==> config.mk <==
export PLATFORM = sky130hd
export DESIGN_NAME = ppc_top
export DESIGN_NICKNAME = d
export VERILOG_FILES = /design/src/logic/ppc_pkg.sv /design/src/logic/ppc_ahb_slave.sv /design/src/logic/ppc_top.sv
export SDC_FILE = /design/constraint.sdc
export NUM_CORES = 1
export LEC_CHECK = 0
export BUFFER_PORTS_ARGS = -buffer_cell sky130_fd_sc_hd__buf_2
export CORE_MARGIN = 4
export CORE_UTILIZATION = 50
export CTS_CLUSTER_SIZE = 12
export DETAILED_ROUTE_END_ITERATION = 12
export GPL_TIMING_DRIVEN = 0
export PLACE_DENSITY = 0.84
export SKIP_LAST_GASP = 1
export SLEW_MARGIN = 20
export SYNTH_ARGS = -nofsm -noshare
export SYNTH_HDL_FRONTEND = slang
export SYNTH_SLANG_ARGS = --single-unit
==> constraint.sdc <==
create_clock -name ref_clk_i -period 3.5 [get_ports ref_clk_i]
set_input_delay 0.525 -clock ref_clk_i [delete_from_list [all_inputs] [get_ports ref_clk_i]]
set_output_delay 0.525 -clock ref_clk_i [all_outputs]
set_load 0.03 [all_outputs]
==> src/logic/ppc_pkg.sv <==
// port phy control package: register indices, field layout, reset values, alias mapping
// assumes a 32-bit AHB-Lite register bus where byte address = 4 * register index
//
// Functional notes
// - led-off bit 15 set drives all four port led outputs high
// - bit 14 set disables the port transmitter
// - writing one to bit 13 restarts auto-negotiation
// - bit 12 set disables far-end fault detection and fault pattern sending
// - bit 10 set disables automatic mdi/mdix crossover
// - bit 9 forces mdix only while automatic crossover is disabled
// - bit 7 enables auto-negotiation, reset 1; clear means speed/duplex from bits 6/5
// - auto-negotiation off: bit 6 one gives 100 mbps, zero gives 10 mbps
// - auto-negotiation off or failed: bit 5 selects full or half duplex
// - bit 4, reset 1, advertises pause capability
// - bit 3, reset 1, advertises 100 mbps full duplex
// - bit 2, reset 1, advertises 100 mbps half duplex
// - bit 1, reset 1, advertises 10 mbps full duplex
// - bit 0, reset 1, advertises 10 mbps half duplex
package ppc_pkg;

    // ----------------------------------------------------------------
    // register indices (byte address = index * 4)
    // ----------------------------------------------------------------
    localparam logic [11:0] PPC_IDX_CTRL = 12'h512;
    localparam logic [11:0] PPC_IDX_BASIC = 12'h500;
    localparam logic [11:0] PPC_IDX_ADV = 12'h501;
    localparam logic [11:0] PPC_IDX_STAT = 12'h520;

    // ----------------------------------------------------------------
    // reset values and write mask
    // ----------------------------------------------------------------
    localparam logic [15:0] PPC_CTRL_RST = 16'h009F;
    localparam logic [15:0] PPC_CTRL_WMASK = 16'hFEFF;
    localparam logic [3:0] PPC_LED_OFF = 4'hF;

    // ----------------------------------------------------------------
    // basic control view bit positions
    // ----------------------------------------------------------------
    localparam int PPC_B_LED = 0;
    localparam int PPC_B_TXDIS = 1;
    localparam int PPC_B_FEF = 2;
    localparam int PPC_B_MDIXDIS = 3;
    localparam int PPC_B_MDIXF = 4;
    localparam int PPC_B_DUPLEX = 8;
    localparam int PPC_B_RESTART = 9;
    localparam int PPC_B_PWRDN = 11;
    localparam int PPC_B_ANEN = 12;
    localparam int PPC_B_SPEED = 13;
    localparam int PPC_B_RSVD = 14;

    // status register bit positions
    localparam int PPC_S_SPEED = 0;
    localparam int PPC_S_DUPLEX = 1;
    localparam int PPC_S_MDIX = 2;
    localparam int PPC_S_ANDONE = 3;
    localparam int PPC_S_ANFAIL = 4;

    // control register layout, msb first
    typedef struct packed {
        logic led_off;
        logic tx_dis;
        logic an_restart;
        logic fef_dis;
        logic pwr_down;
        logic mdix_auto_dis;
        logic mdix_force;
        logic rsvd;
        logic an_en;
        logic force_100;
        logic force_full;
        logic [4:0] adv;
    } ppc_ctl_s;

    typedef enum logic [1:0] {
        PPC_ST_IDLE = 2'b00,
        PPC_ST_WR = 2'b01,
        PPC_ST_RD_WAIT = 2'b11,
        PPC_ST_RD_DONE = 2'b10
    } ppc_bus_e;

    // ----------------------------------------------------------------
    // decode and alias functions
    // ----------------------------------------------------------------
    function automatic logic ppc_idx_ok(input logic [31:0] addr);
        logic [11:0] idx;
        idx = addr[13:2];
        return (addr[31:14] == 18'h00000) &&
            (idx == PPC_IDX_CTRL || idx == PPC_IDX_BASIC ||
             idx == PPC_IDX_ADV || idx == PPC_IDX_STAT);
    endfunction : ppc_idx_ok

    function automatic logic [15:0] ppc_to_basic(input ppc_ctl_s c);
        logic [15:0] v;
        v = 16'h0000;
        v[PPC_B_LED] = c.led_off;
        v[PPC_B_TXDIS] = c.tx_dis;
        v[PPC_B_FEF] = c.fef_dis;
        v[PPC_B_MDIXDIS] = c.mdix_auto_dis;
        v[PPC_B_MDIXF] = c.mdix_force;
        v[PPC_B_DUPLEX] = c.force_full;
        v[PPC_B_RESTART] = c.an_restart;
        v[PPC_B_PWRDN] = c.pwr_down;
        v[PPC_B_ANEN] = c.an_en;
        v[PPC_B_SPEED] = c.force_100;
        v[PPC_B_RSVD] = c.rsvd;
        return v;
    endfunction : ppc_to_basic

    function automatic ppc_ctl_s ppc_from_basic(input ppc_ctl_s c, input logic [15:0] w);
        ppc_ctl_s n;
        n = c;
        n.led_off = w[PPC_B_LED];
        n.tx_dis = w[PPC_B_TXDIS];
        n.fef_dis = w[PPC_B_FEF];
        n.mdix_auto_dis = w[PPC_B_MDIXDIS];
        n.mdix_force = w[PPC_B_MDIXF];
        n.force_full = w[PPC_B_DUPLEX];
        n.an_restart = w[PPC_B_RESTART];
        n.pwr_down = w[PPC_B_PWRDN];
        n.an_en = w[PPC_B_ANEN];
        n.force_100 = w[PPC_B_SPEED];
        return n;
    endfunction : ppc_from_basic

endpackage : ppc_pkg

==> src/logic/ppc_ahb_slave.sv <==
// ahb-lite slave front end for the port phy control registers
// assumes hready_i is this slave's own hreadyout looped back by the fabric
`timescale 1ns/1ps
module ppc_ahb_slave
    import ppc_pkg::*;
(
    input wire logic ref_clk_i, // 25 mhz clock
    input wire logic rst_i, // synchronous reset, high
    input wire logic hsel_i, // slave select
    input wire logic [31:0] haddr_i, // byte address
    input wire logic [1:0] htrans_i, // transfer type
    input wire logic hwrite_i, // write when high
    input wire logic [2:0] hsize_i, // transfer size, word only
    input wire logic [31:0] hwdata_i, // write data
    input wire logic hready_i, // bus ready
    output logic [31:0] hrdata_o, // read data
    output logic hreadyout_o, // slave ready
    output logic hresp_o, // always okay
    output logic wr_en_o, // register write strobe
    output logic [11:0] wr_idx_o, // register index to write
    output logic [15:0] wr_data_o, // write data
    output logic [11:0] rd_idx_o, // register index to read
    input wire logic [15:0] rd_data_i // read value for rd_idx_o
);
    import ppc_pkg::*;

    ppc_bus_e state_q;
    logic hready_q;
    logic [31:0] hrdata_q;
    logic [11:0] idx_q;
    logic ok_q;
    logic take;

    assign take = hsel_i && htrans_i[1] && hready_i;
    assign hrdata_o = hrdata_q;
    assign hreadyout_o = hready_q;
    assign hresp_o = 1'b0;
    assign wr_en_o = (state_q == PPC_ST_WR) && ok_q;
    assign wr_idx_o = idx_q;
    assign wr_data_o = hwdata_i[15:0];
    assign rd_idx_o = idx_q;

    // ----------------------------------------------------------------
    // transfer sequencing: writes zero wait, reads one wait state
    // ----------------------------------------------------------------
    always_ff @(posedge ref_clk_i)
    begin
        if (rst_i)
        begin
            state_q <= PPC_ST_IDLE;
            hready_q <= 1'b1;
            hrdata_q <= 32'h00000000;
            idx_q <= 12'h000;
            ok_q <= 1'b0;
        end
        else
        begin
            unique case (state_q)
                PPC_ST_RD_WAIT:
                begin
                    hrdata_q <= ok_q ? {16'h0000, rd_data_i} : 32'h00000000;
                    hready_q <= 1'b1;
                    state_q <= PPC_ST_RD_DONE;
                end
                PPC_ST_IDLE, PPC_ST_WR, PPC_ST_RD_DONE:
                begin
                    if (take)
                    begin
                        idx_q <= haddr_i[13:2];
                        ok_q <= ppc_idx_ok(haddr_i);
                        state_q <= hwrite_i ? PPC_ST_WR : PPC_ST_RD_WAIT;
                        hready_q <= hwrite_i;
                    end
                    else
                    begin
                        state_q <= PPC_ST_IDLE;
                    end
                end
            endcase
        end
    end
endmodule : ppc_ahb_slave

==> src/logic/ppc_top.sv <==
// port phy control register bank with basic-control and advertisement alias views
// assumes phy status inputs arrive asynchronously and led activity comes from this clock
//
// Added by the designer: register access over AHB-Lite.
`timescale 1ns/1ps
module ppc_top
    import ppc_pkg::*;
(
    input wire logic ref_clk_i, // 25 mhz clock
    input wire logic rst_i, // synchronous reset, high
    input wire logic hsel_i, // ahb slave select
    input wire logic [31:0] haddr_i, // ahb byte address
    input wire logic [1:0] htrans_i, // ahb transfer type
    input wire logic hwrite_i, // ahb write
    input wire logic [2:0] hsize_i, // ahb size
    input wire logic [31:0] hwdata_i, // ahb write data
    input wire logic hready_i, // ahb bus ready
    output logic [31:0] hrdata_o, // ahb read data
    output logic hreadyout_o, // ahb slave ready
    output logic hresp_o, // ahb response, okay
    input wire logic [3:0] led_act_i, // normal led drive, 0 lights
    input wire logic an_done_i, // phy: negotiation complete
    input wire logic an_fail_i, // phy: negotiation failed
    input wire logic an_speed_100_i, // phy: negotiated 100 mbps
    input wire logic an_full_i, // phy: negotiated full duplex
    output logic port_led_out_zero_o, // led pin 0, high is off
    output logic port_led_out_one_o, // led pin 1, high is off
    output logic port_led_out_two_o, // led pin 2, high is off
    output logic port_led_out_three_o, // led pin 3, high is off
    output logic tx_disable_o, // transmitter disabled
    output logic an_restart_o, // one-cycle restart pulse
    output logic fef_disable_o, // far-end fault logic disabled
    output logic power_down_o, // phy powered down
    output logic mdix_auto_en_o, // automatic crossover enabled
    output logic mdix_force_o, // forced mdix mode
    output logic an_enable_o, // negotiation enabled
    output logic speed_100_o, // resolved speed is 100 mbps
    output logic full_duplex_o, // resolved duplex is full
    output logic [4:0] advert_o // advertised abilities
);
    import ppc_pkg::*;

    // ----------------------------------------------------------------
    // declarations
    // ----------------------------------------------------------------
    ppc_ctl_s ctl_q;
    logic [3:0] meta_q;
    logic [3:0] sync_q;
    logic an_done_s;
    logic an_fail_s;
    logic an_speed_s;
    logic an_full_s;
    logic wr_en;
    logic [11:0] wr_idx;
    logic [15:0] wr_data;
    logic [11:0] rd_idx;
    logic [15:0] rd_data;
    logic [15:0] stat;
    logic [3:0] led_q;
    logic tx_dis_q;
    logic restart_q;
    logic fef_q;
    logic pwr_q;
    logic mdix_auto_q;
    logic mdix_force_q;
    logic an_en_q;
    logic speed_q;
    logic full_q;
    logic [4:0] adv_q;

    // ----------------------------------------------------------------
    // bus front end
    // ----------------------------------------------------------------
    ppc_ahb_slave u_bus (
        .ref_clk_i(ref_clk_i),
        .rst_i(rst_i),
        .hsel_i(hsel_i),
        .haddr_i(haddr_i),
        .htrans_i(htrans_i),
        .hwrite_i(hwrite_i),
        .hsize_i(hsize_i),
        .hwdata_i(hwdata_i),
        .hready_i(hready_i),
        .hrdata_o(hrdata_o),
        .hreadyout_o(hreadyout_o),
        .hresp_o(hresp_o),
        .wr_en_o(wr_en),
        .wr_idx_o(wr_idx),
        .wr_data_o(wr_data),
        .rd_idx_o(rd_idx),
        .rd_data_i(rd_data)
    );

    // ----------------------------------------------------------------
    // phy status synchronisers
    // ----------------------------------------------------------------
    genvar g;
    generate
        for (g = 0; g < 4; g++)
        begin : g_sync
            always_ff @(posedge ref_clk_i)
            begin
                if (rst_i)
                begin
                    meta_q[g] <= 1'b0;
                    sync_q[g] <= 1'b0;
                end
                else
                begin
                    meta_q[g] <= (g == 0) ? an_done_i : (g == 1) ? an_fail_i :
                        (g == 2) ? an_speed_100_i : an_full_i;
                    sync_q[g] <= meta_q[g];
                end
            end
        end
    endgenerate

    assign an_done_s = sync_q[0];
    assign an_fail_s = sync_q[1];
    assign an_speed_s = sync_q[2];
    assign an_full_s = sync_q[3];

    // ----------------------------------------------------------------
    // control register, written through any of three views
    // ----------------------------------------------------------------
    always_ff @(posedge ref_clk_i)
    begin
        if (rst_i)
        begin
            ctl_q <= PPC_CTRL_RST;
        end
        else if (wr_en && wr_idx == PPC_IDX_CTRL)
        begin
            ctl_q <= wr_data & PPC_CTRL_WMASK;
        end
        else if (wr_en && wr_idx == PPC_IDX_BASIC)
        begin
            ctl_q <= ppc_from_basic(ctl_q, wr_data);
        end
        else if (wr_en && wr_idx == PPC_IDX_ADV)
        begin
            ctl_q.adv <= wr_data[4:0];
            ctl_q.an_restart <= 1'b0;
        end
        else
        begin
            ctl_q.an_restart <= 1'b0; // restart bit self-clears the cycle after it is set, on the edge that starts its output pulse
        end
    end

    // ----------------------------------------------------------------
    // read mux and status
    // ----------------------------------------------------------------
    always_comb
    begin
        stat = 16'h0000;
        stat[PPC_S_SPEED] = speed_q;
        stat[PPC_S_DUPLEX] = full_q;
        stat[PPC_S_MDIX] = mdix_force_q;
        stat[PPC_S_ANDONE] = an_done_s;
        stat[PPC_S_ANFAIL] = an_fail_s;
    end

    always_comb
    begin
        unique case (rd_idx)
            PPC_IDX_CTRL: rd_data = ctl_q;
            PPC_IDX_BASIC: rd_data = ppc_to_basic(ctl_q);
            PPC_IDX_ADV: rd_data = {11'h000, ctl_q.adv};
            PPC_IDX_STAT: rd_data = stat;
            default: rd_data = 16'h0000;
        endcase
    end

    // ----------------------------------------------------------------
    // led drive
    // ----------------------------------------------------------------
    always_ff @(posedge ref_clk_i)
    begin
        if (rst_i)
        begin
            led_q <= PPC_LED_OFF;
        end
        else
        begin
            led_q <= ctl_q.led_off ? PPC_LED_OFF : led_act_i;
        end
    end

    assign port_led_out_zero_o = led_q[0];
    assign port_led_out_one_o = led_q[1];
    assign port_led_out_two_o = led_q[2];
    assign port_led_out_three_o = led_q[3];

    // ----------------------------------------------------------------
    // phy control outputs
    // ----------------------------------------------------------------
    always_ff @(posedge ref_clk_i)
    begin
        if (rst_i)
        begin
            tx_dis_q <= 1'b0;
            restart_q <= 1'b0;
            fef_q <= 1'b0;
            pwr_q <= 1'b0;
            mdix_auto_q <= 1'b1;
            mdix_force_q <= 1'b0;
        end
        else
        begin
            tx_dis_q <= ctl_q.tx_dis;
            restart_q <= ctl_q.an_restart;
            fef_q <= ctl_q.fef_dis;
            pwr_q <= ctl_q.pwr_down;
            mdix_auto_q <= !ctl_q.mdix_auto_dis;
            mdix_force_q <= ctl_q.mdix_auto_dis && ctl_q.mdix_force;
        end
    end

    // ----------------------------------------------------------------
    // speed, duplex and advertisement resolution
    // ----------------------------------------------------------------
    always_ff @(posedge ref_clk_i)
    begin
        if (rst_i)
        begin
            an_en_q <= 1'b1;
            speed_q <= 1'b0;
            full_q <= 1'b0;
            adv_q <= PPC_CTRL_RST[4:0];
        end
        else
        begin
            an_en_q <= ctl_q.an_en;
            speed_q <= ctl_q.an_en ? an_speed_s : ctl_q.force_100;
            full_q <= (ctl_q.an_en && !an_fail_s) ? an_full_s : ctl_q.force_full;
            adv_q <= ctl_q.adv;
        end
    end

    assign tx_disable_o = tx_dis_q;
    assign an_restart_o = restart_q;
    assign fef_disable_o = fef_q;
    assign power_down_o = pwr_q;
    assign mdix_auto_en_o = mdix_auto_q;
    assign mdix_force_o = mdix_force_q;
    assign an_enable_o = an_en_q;
    assign speed_100_o = speed_q;
    assign full_duplex_o = full_q;
    assign advert_o = adv_q;
endmodule : ppc_top

==> out/qor.txt, run 1 <==
Die Y - 85.3 µm
CTS buffer count - 9
Final ANT Viol Nets - 0
leak pwr - 1.63 nW
Switch Pwr - 0.404 mW
hold crit path type - input port to flop
Hold Path Sink - led_q[3]
flops & latches, synth - 73
RSZ-0062 raised after global routing - no
core area - 5640 µm²
Root Buffer - clkbuf_8
Final period util - 57.8%
crit path capture type - flop
FF-to-FF setup slack - 1.48 ns
library cells used by synthesis - 49
Via Count - 2675
critical path type - flop to flop
Worst Hold Depth - 2
CTS tree - yes
Post-synth EDFFs - 0
crit path DAT - 2.26 ns
CTS Buffer Depth - 2
worst-path fanout max - 9
Switching Share - 23.7%
Clk pin slew, worst setup/hold paths - 0.08 ns
initial drt markers - 132
postcts setup bufs - 0
largest net degree at the start of global routing - 14
Nets - 526
setup TNS - 0 ns
Detailed Place HPWL - 5580 µm
max-cap violations - 0
worst skew pair latency - 0.34 ns
FF-to-FF path depth - 6
Post-synth ARST share - 0%
Comb pwr share - 8.6%
Die Wd - 85.3 µm
via/cell ratio - 5.13
number of remaining DRC errors - 0
Starting Density - 52.9%
clk_skew - 0.00655 ns
VDD IR-drop max - 0.000278 V
Reg-to-Reg Start - u_bus.ok_q
Max Clk Rate - 0.494 GHz
H-tree depth - 3
hold_sp - led_act_i[3]
Slew HR - 54.7%
die area - 7270 µm²
Placer Congestion - 0.907
worst-margin pin slew - 0.673 ns
status - finished clean
Tmin final - 2.02 ns
crit path launch type - flop
RR Endpoint - ctl_q[2]
ys flop type - dfxtp_1
CP required - 3.74 ns
Pint - 1.30 mW
Final setup viols - 0
antenna violations before repair - 0
area added between synthesis and finish - 28.0%
Hold Vio Cnt, Final - 0
sequential power share - 49.8%
yosys warns - 0
Pre-antenna DRT Iters - 4
clock sink count - 73
routed length per instance - 14.1 µm
mean area per synthesized cell - 9.21 µm²
CTS Hold Bufs - 0
Clk pwr share - 41.6%
number of global-route vias before repair - 2645
io pins - 134
n_diodes - 0
Mapped Cells - 324
gr usage total - 21.1%
Finished Core Util - 67.7%
P per Cell Area - 447 nW/µm²
Port Buffers - 93
first-pass GRT wire length - 12200 µm
GR Overflow Total - 0
Slew Limit Fails - 0
share of cells above drive strength 1 - 33.4%
register area share after synthesis - 49.0%
Design Area, Final - 3820 µm²
Rows - 27
Post-Syn Area - 2990 µm²
DP Area - 3600 µm²
final wirelength - 7350 µm
post-cts sizing count - 0
worst max-delay path, cell delays in order, from the launching register on:
cell      delay (ns)
dfxtp_1         0.41
nand3b_1        0.17
nor4_2          0.61
o211a_1         0.26
buf_2           0.20
mux2i_1         0.21
nand2b_1        0.07
cell usage after synthesis (3+ instances only):
cell      count  area (µm²)
a21oi_1      25         125
buf_4        18         135
nor2_1       17        63.8
nand3_1       7        35.0
nor3_1        4        20.0
or2_2         7        43.8
o21ai_1       8        40.0
nor4_1        4        25.0
o21ai_0       5        25.0
and2_1        4        25.0
dfxtp_1      73        1460
inv_1         3        11.3
or3_1         4        25.0
mux2_2        4        45.0
nand2_1      48         180
clkbuf_1     10        37.5
a22oi_1      15         113
nor2b_1      13        81.3
nand2b_1      8        50.1
mux2i_1       9        90.1
cells by family (layout without fill, tap and decap cells):
group                  after synthesis  count (layout)  synth area share, %
AND/OR/NAND/NOR                    137             137                 26.2
flip-flops                          73              73                 49.0
AO/OA/AOI/OAI                       65              65                 13.5
buffers and inverters               35             144                 6.75
multiplexers                        13              13                 4.53
other                                1              17                0.126
per-layer routing:
| metal | up-vias | track usage [%] | routed length, µm |
|---|---|---|---|
| li1 | 1324 | - | - |
| met1 | 1211 | 25.9 | 2980 |
| met2 | 125 | 35.1 | 3530 |
| met4 | 0 | 10.4 | 147 |
| met5 | - | 0 | 0 |
| met3 | 15 | 4.17 | 688 |
flip-flops by register name, indices dropped and copies added, names as in the netlist:
signal and cells:
power_down_o 1, mdix_force_o 1, tx_disable_o 1, advert_o 5, ctl_q 15, mdix_auto_en_o 1, led_q 4, an_enable_o 1
an_done_s 1, an_speed_s 1, an_fail_s 1, full_duplex_o 1, u_bus.rd_idx_o 12, fef_disable_o 1, an_full_s 1, meta_q 4
u_bus.ok_q 1, an_restart_o 1, u_bus.state_q 2, u_bus.hrdata_o 16, u_bus.hreadyout_o 1, speed_100_o 1
how the worst max path moves through the flow:
stage	cells past startpoint	endpoint	start
2_1_floorplan	5	u_bus.hrdata_o[12]	u_bus.rd_idx_o[6]
3_3_place_gp	6	ctl_q[1]	u_bus.ok_q
3_5_place_dp	6	ctl_q[2]	u_bus.ok_q
4_1_cts	6	ctl_q[2]	u_bus.ok_q
5_1_grt	6	ctl_q[3]	u_bus.ok_q
6_report	6	ctl_q[2]	u_bus.ok_q
power groups by stage:
stage / sequential [mW] / combinational (mW) / clock, mW
after floorplan: 0.874 / 0.0867 / 0
after global placement: 0.869 / 0.144 / 0
after detailed placement: 0.869 / 0.145 / 0
after CTS: 0.850 / 0.147 / 0.721
after global routing: 0.851 / 0.161 / 0.753
final: 0.850 / 0.147 / 0.711
placed cells by master (no fill, tap or decap), drive strengths merged, types with 9 or more instances in the layout:
master  netlist  routed
o21ai        14      14
nand2        48      48
nor2b        13      13
a22oi        15      15
clkbuf       10      19
a21oi        25      25
buf          22     115
mux2i         9       9
nor2         17      17
conb          1      17
dfxtp        73      73
layout make-up:
class | count | area, µm²
fillers | 463 | 1820
flip-flops and latches | 73 | 1460
repair buffers | 93 | 465
inverters | 3 | 11.3
clock buffers | 9 | 124
multi-input cells | 232 | 1380
well taps | 72 | 90.1
clock inverters | 7 | 95.1
plain buffers | 32 | 190
metrics by stage:
step | cells | total power, mW | hold slack, ns | worst slack (ns)
6_report | 521 | 1.71 | 0.358 | 1.48
5_1_grt | 521 | 1.76 | 0.347 | 1.28
4_1_cts | 521 | 1.72 | 0.348 | 1.46
3_5_place_dp | 505 | 1.01 | 0.420 | 1.48
3_3_place_gp | 505 | 1.01 | 0.421 | 1.54
2_1_floorplan | 340 | 0.961 | 0.414 | 1.82
Power figures use the tool's default switching activity.
==> inputs of run 2 (changes only) <==
--- a/config.mk
+++ b/config.mk
@@ -7,11 +7,11 @@
 export LEC_CHECK = 0
 export BUFFER_PORTS_ARGS = -buffer_cell sky130_fd_sc_hd__buf_2
 export CORE_MARGIN = 4
-export CORE_UTILIZATION = 50
+export CORE_UTILIZATION = 42
 export CTS_CLUSTER_SIZE = 12
 export DETAILED_ROUTE_END_ITERATION = 12
 export GPL_TIMING_DRIVEN = 0
-export PLACE_DENSITY = 0.84
+export PLACE_DENSITY = 0.75
 export SKIP_LAST_GASP = 1
 export SLEW_MARGIN = 20
 export SYNTH_ARGS = -nofsm -noshare
==> constraint.sdc (replaced) <==
create_clock -name ref_clk_i -period 1.65 [get_ports ref_clk_i]
set_input_delay 0.2475 -clock ref_clk_i [delete_from_list [all_inputs] [get_ports ref_clk_i]]
set_output_delay 0.2475 -clock ref_clk_i [all_outputs]
set_load 0.03 [all_outputs]
==> run 2 against run 1 <==
Compared with the run above:
- the run now ends with negative setup slack left
- clock-buffer cell count did not move
- combinational power is 140% higher
- sequential share of layout area shrank 2.5 points
- routed wire length up 9.6%
- sequential cell count stayed put
- register-to-register slack worse by 1.7 ns
- critical path type unchanged
- largest cell class unchanged
- largest power group unchanged
==> out/qor.txt, run 2 (synthesis gave the netlist of run 1 again) <==
antenna violations before repair - 0
crit path DAT - 2.17 ns
clk_skew - 0.0125 ns
Nets - 545
crit path capture type - flop
Die Wd - 92.3 µm
Final setup viols - 26
number of remaining DRC errors - 0
final wirelength - 8060 µm
most common cell after layout, fill and taps aside - buf_2
Final period util - 114%
max FFs per register - 16
io pins - 134
hold crit path type - input port to flop
Max Clk Rate - 0.530 GHz
status - complete, but fails checks
GR Overflow Total - 0
Detailed Place HPWL - 5940 µm
Final ANT Viol Nets - 0
gr usage total - 18.8%
Pre-antenna DRT Iters - 4
Clk pin slew, worst setup/hold paths - 0.08 ns
slowest stage delay, CP - 0.57 ns
largest net degree at the start of global routing - 15
P per Cell Area - 907 nW/µm²
core area - 6830 µm²
Port Buffers - 93
most frequent cells in the layout - 93 x buf_2, 70 x dfxtp_1, 48 x nand2_1
share of cells above drive strength 1 - 40.2%
via/cell ratio - 4.81
CTS Hold Bufs - 0
CTS Buffer Depth - 2
Hold Vio Cnt, Final - 0
Design Area, Final - 4100 µm²
first-pass GRT wire length - 12600 µm
CTS tree - yes
worst-path fanout max - 4
RSZ-0062 raised after global routing - yes
area added between synthesis and finish - 37.3%
CP required - 1.93 ns
Rows - 30
Slew HR - 62.3%
H-tree depth - 3
Starting Density - 43.7%
CTS buffer count - 9
Die Y - 92.3 µm
fin worst setup slack - -0.237 ns
crit path cell chain - or4b_4, or2_4, nor4_4, buf_4, nand4_1, a21oi_1
worst-margin pin slew - 0.566 ns
crit path launch type - flop
Root Buffer - clkbuf_8
max-cap violations - 0
Via Count - 2712
Tmin final - 1.89 ns
VDD IR-drop max - 0.000510 V
pre-CTS setup slack - -0.389 ns
leak pwr - 1.74 nW
DP Area - 3630 µm²
critical path type - flop to flop
Slew Limit Fails - 0
worst skew pair latency - 0.35 ns
die area - 8520 µm²
Placer Congestion - 0.823
Crit-path slowest cell - or4b_4
failing checks - negative setup slack
initial drt markers - 121
number of global-route vias before repair - 2589
n_diodes - 0
routed length per instance - 14.3 µm
clock sink count - 73
[run 2: final timing paths]
kind                                   startpoint                end  slack (ns)  cells after the start
worst max register to register  u_bus.rd_idx_o[9]  u_bus.hrdata_o[8]       -0.24                      6
worst min register to register          meta_q[1]          an_fail_s        0.44                      1
worst max-delay path            u_bus.rd_idx_o[9]  u_bus.hrdata_o[8]       -0.24                      6
worst min-delay path                 led_act_i[3]           led_q[3]        0.07                      2
[run 2: final cells by class]
| type | instances | area [µm²] |
|---|---|---|
| Clock buffer | 9 | 124 |
| Timing Repair Buffer | 113 | 627 |
| Clock inverter | 7 | 100 |
| Fill cell | 588 | 2730 |
| Multi-Input combinational cell | 232 | 1460 |
| Sequential cell | 73 | 1470 |
| Buffer | 31 | 195 |
| Inverter | 3 | 11.3 |
| Tap cell | 96 | 120 |
[run 2: power breakdown]
| part | leakage, nW | switching, mW | total [mW] | internal, mW |
|---|---|---|---|---|
| clock | 0.102 | 0.698 | 1.56 | 0.861 |
| combinational | 1.04 | 0.203 | 0.359 | 0.156 |
| sequential | 0.594 | 0.0156 | 1.80 | 1.79 |
| total | 1.74 | 0.916 | 3.72 | 2.80 |
[run 2: worst max-delay path, delay by kind of cell (launching register included)]
kind                   cells  cell delay, ns
AOI/OAI and AO/OA          1            0.15
buffers and inverters      1            0.17
DFF                        1            0.33
and+or+nand+nor            4            1.17
[run 2: stage by stage]
step / cells / utilization (%) / power (mW) / TNS (ns) / hold slack [ns]
finish: 564 / 60.0 / 3.72 / -2.99 / 0.0729
global route: 564 / 60.0 / 3.86 / -5.85 / 0.0643
CTS: 557 / 58.5 / 3.72 / -2.71 / 0.0686
detailed placement: 529 / 53.2 / 2.16 / -7.21 / 0.429
global placement: 529 / 53.2 / 2.15 / -6.97 / 0.421
floorplan: 340 / - / 2.04 / -0.288 / 0.346
[run 2: routing by layer]
metal	track usage, %	share of wire [%]	wire (µm)	vias to the layer above
met5	0	0	0	-
met4	7.43	1.6	129	0
met3	4.63	5.3	431	12
met2	30.0	48	3890	82
met1	24.5	45	3610	1238
li1	-	-	-	1380
[run 2: repair_timing]
action,in CTS,in global routing
endpoints found under the setup margin,30,42
gates resized for setup,14,18
buffers inserted,12,8
pin swaps,15,10
==> inputs of run 3 (changes only) <==
==> constraint.sdc (replaced) <==
create_clock -name ref_clk_i -period 1.6 [get_ports ref_clk_i]
set_input_delay 0.24 -clock ref_clk_i [delete_from_list [all_inputs] [get_ports ref_clk_i]]
set_output_delay 0.24 -clock ref_clk_i [all_outputs]
set_load 0.03 [all_outputs]
==> run 3 against run 2 <==
Compared with the run above:
- via count up 5.3%
- setup slack lost 0.090 ns
- maximum frequency fell by 2.1%
- sequential share of layout area decreased by 0.94 points
- critical path type unchanged
- the run still ends with negative setup slack left
- largest power group unchanged
- sequential cell count unchanged
- global-route usage rose by 0.39 points
- register-to-register slack got worse by 0.09 ns
- critical path depth did not move
- worst hold slack worse by 0.011 ns
- critical endpoint unchanged
==> out/qor.txt, run 3 (synthesis gave the netlist of run 1 again) <==
status - complete, but fails checks
failing checks - negative setup slack
CP required - 1.88 ns
Port Buffers - 93
pre-CTS setup slack - -0.477 ns
Rows - 30
Placer Congestion - 0.834
sequential power share - 47.7%
Hold Vio Cnt, Final - 0
Starting Density - 43.7%
DP Area - 3630 µm²
Final ANT Viol Nets - 0
largest net degree at the start of global routing - 14
Clk pwr share - 42.1%
fin worst setup slack - -0.327 ns
clk_skew - 0.00992 ns
Root Buffer - clkbuf_8
Switching Share - 24.4%
Slew HR - 58.0%
via/cell ratio - 5.01
final wirelength - 8500 µm
Crit-path slowest cell - or4b_4
max-cap violations - 0
Via Count - 2855
Design Area, Final - 4220 µm²
H-tree depth - 3
Final period util - 120%
gr usage total - 19.2%
P per Cell Area - 923 nW/µm²
Slew Limit Fails - 0
Non-Filler Instances - 570
most frequent cells in the layout - 94 x buf_2, 67 x dfxtp_1, 48 x nand2_1
clock sink count - 73
Detailed Place HPWL - 5940 µm
crit path capture type - flop
core area - 6830 µm²
GR Overflow Total - 0
CTS tree - yes
number of remaining DRC errors - 0
Die Wd - 92.3 µm
placed insts - 529
worst hold margin - 0.0623 ns
Final setup viols - 32
CTS Hold Bufs - 0
Pre-antenna DRT Iters - 5
antenna violations before repair - 0
slowest stage delay, CP - 0.55 ns
setup TNS - -5.42 ns
Tmin final - 1.93 ns
share of cells above drive strength 1 - 42.6%
Nets - 551
die area - 8520 µm²
crit path DAT - 2.21 ns
crit path launch type - flop
worst skew pair latency - 0.36 ns
critical path type - flop to flop
routed length per instance - 14.9 µm
RSZ-0062 raised after global routing - yes
worst-margin pin slew - 0.629 ns
Die Y - 92.3 µm
hold crit path type - input port to flop
area added between synthesis and finish - 41.4%
Switch Pwr - 0.953 mW
VDD IR-drop max - 0.000464 V
total power - 3.90 mW
Clk pin slew, worst setup/hold paths - 0.08 ns
most common cell after layout, fill and taps aside - buf_2
Max Clk Rate - 0.519 GHz
Finished Core Util - 61.8%
Comb pwr share - 10.2%
Pint - 2.94 mW
n_diodes - 0
max FFs per register - 16
worst-path fanout max - 4
crit path cell chain - or4b_4, or2_4, nor4_4, buf_4, nand4_1, a21oi_1
number of global-route vias before repair - 2696
initial drt markers - 228
leak pwr - 1.80 nW
io pins - 134
FF-to-FF setup slack - -0.33 ns
first-pass GRT wire length - 12700 µm
CTS buffer count - 9
CTS Buffer Depth - 2
## run 3: changes by cell type in the layout (fill, tap and decap cells not counted), moves of 2 or more
cell        previous run  this run
a22oi_1               12         8
dfxtp_2                2         5
a22oi_2                3         7
nor3_4                 1         3
buf_6                  3         7
clkinvlp_4             3         1
dfxtp_1               70        67
## run 3: worst paths after layout
path                            cells past startpoint                end         startpoint
worst min-delay path                                2           led_q[0]       led_act_i[0]
worst max register to register                      6  u_bus.hrdata_o[8]  u_bus.rd_idx_o[9]
worst max-delay path                                6  u_bus.hrdata_o[8]  u_bus.rd_idx_o[9]
worst min register to register                      1         an_speed_s          meta_q[2]
## run 3: repair_timing
item / 4_1_cts / 5_1_grt
pin swaps: 25 / 10
buffers inserted: 20 / 7
endpoints found under the setup margin: 34 / 43
gates resized for setup: 24 / 21
## run 3: area by class of cell
type                    count  area (µm²)
plain buffers              31         195
inverters                   3        11.3
well taps                  96         120
clock buffers              10         138
flip-flops and latches     73        1470
fillers                   585        2610
clock inverters             6        90.1
repair buffers            119         683
multi-input cells         232        1510
## run 3: power by group through the flow
stage                     clock network [mW]  registers (mW)  logic (mW)
after floorplan                            0            1.91       0.189
after global placement                     0            1.90       0.318
after detailed placement                   0            1.90       0.324
after CTS                               1.65            1.86       0.374
after global routing                    1.72            1.86       0.428
final                                   1.64            1.86       0.399
## run 3: worst max-delay path: cells and delay by family, from the launching register on
family,cells,cell delay (ns)
DFF,1,0.33
and+or+nand+nor,4,1.18
buffers and inverters,1,0.17
AOI/OAI and AO/OA,1,0.17
## run 3: routing by layer
metal	track usage [%]	part of all wire, %	up-vias
met5	0	0	-
met4	10.0	2.4	0
met3	4.71	6.5	19
met2	31.5	50	132
met1	23.2	41	1322
li1	-	-	1382
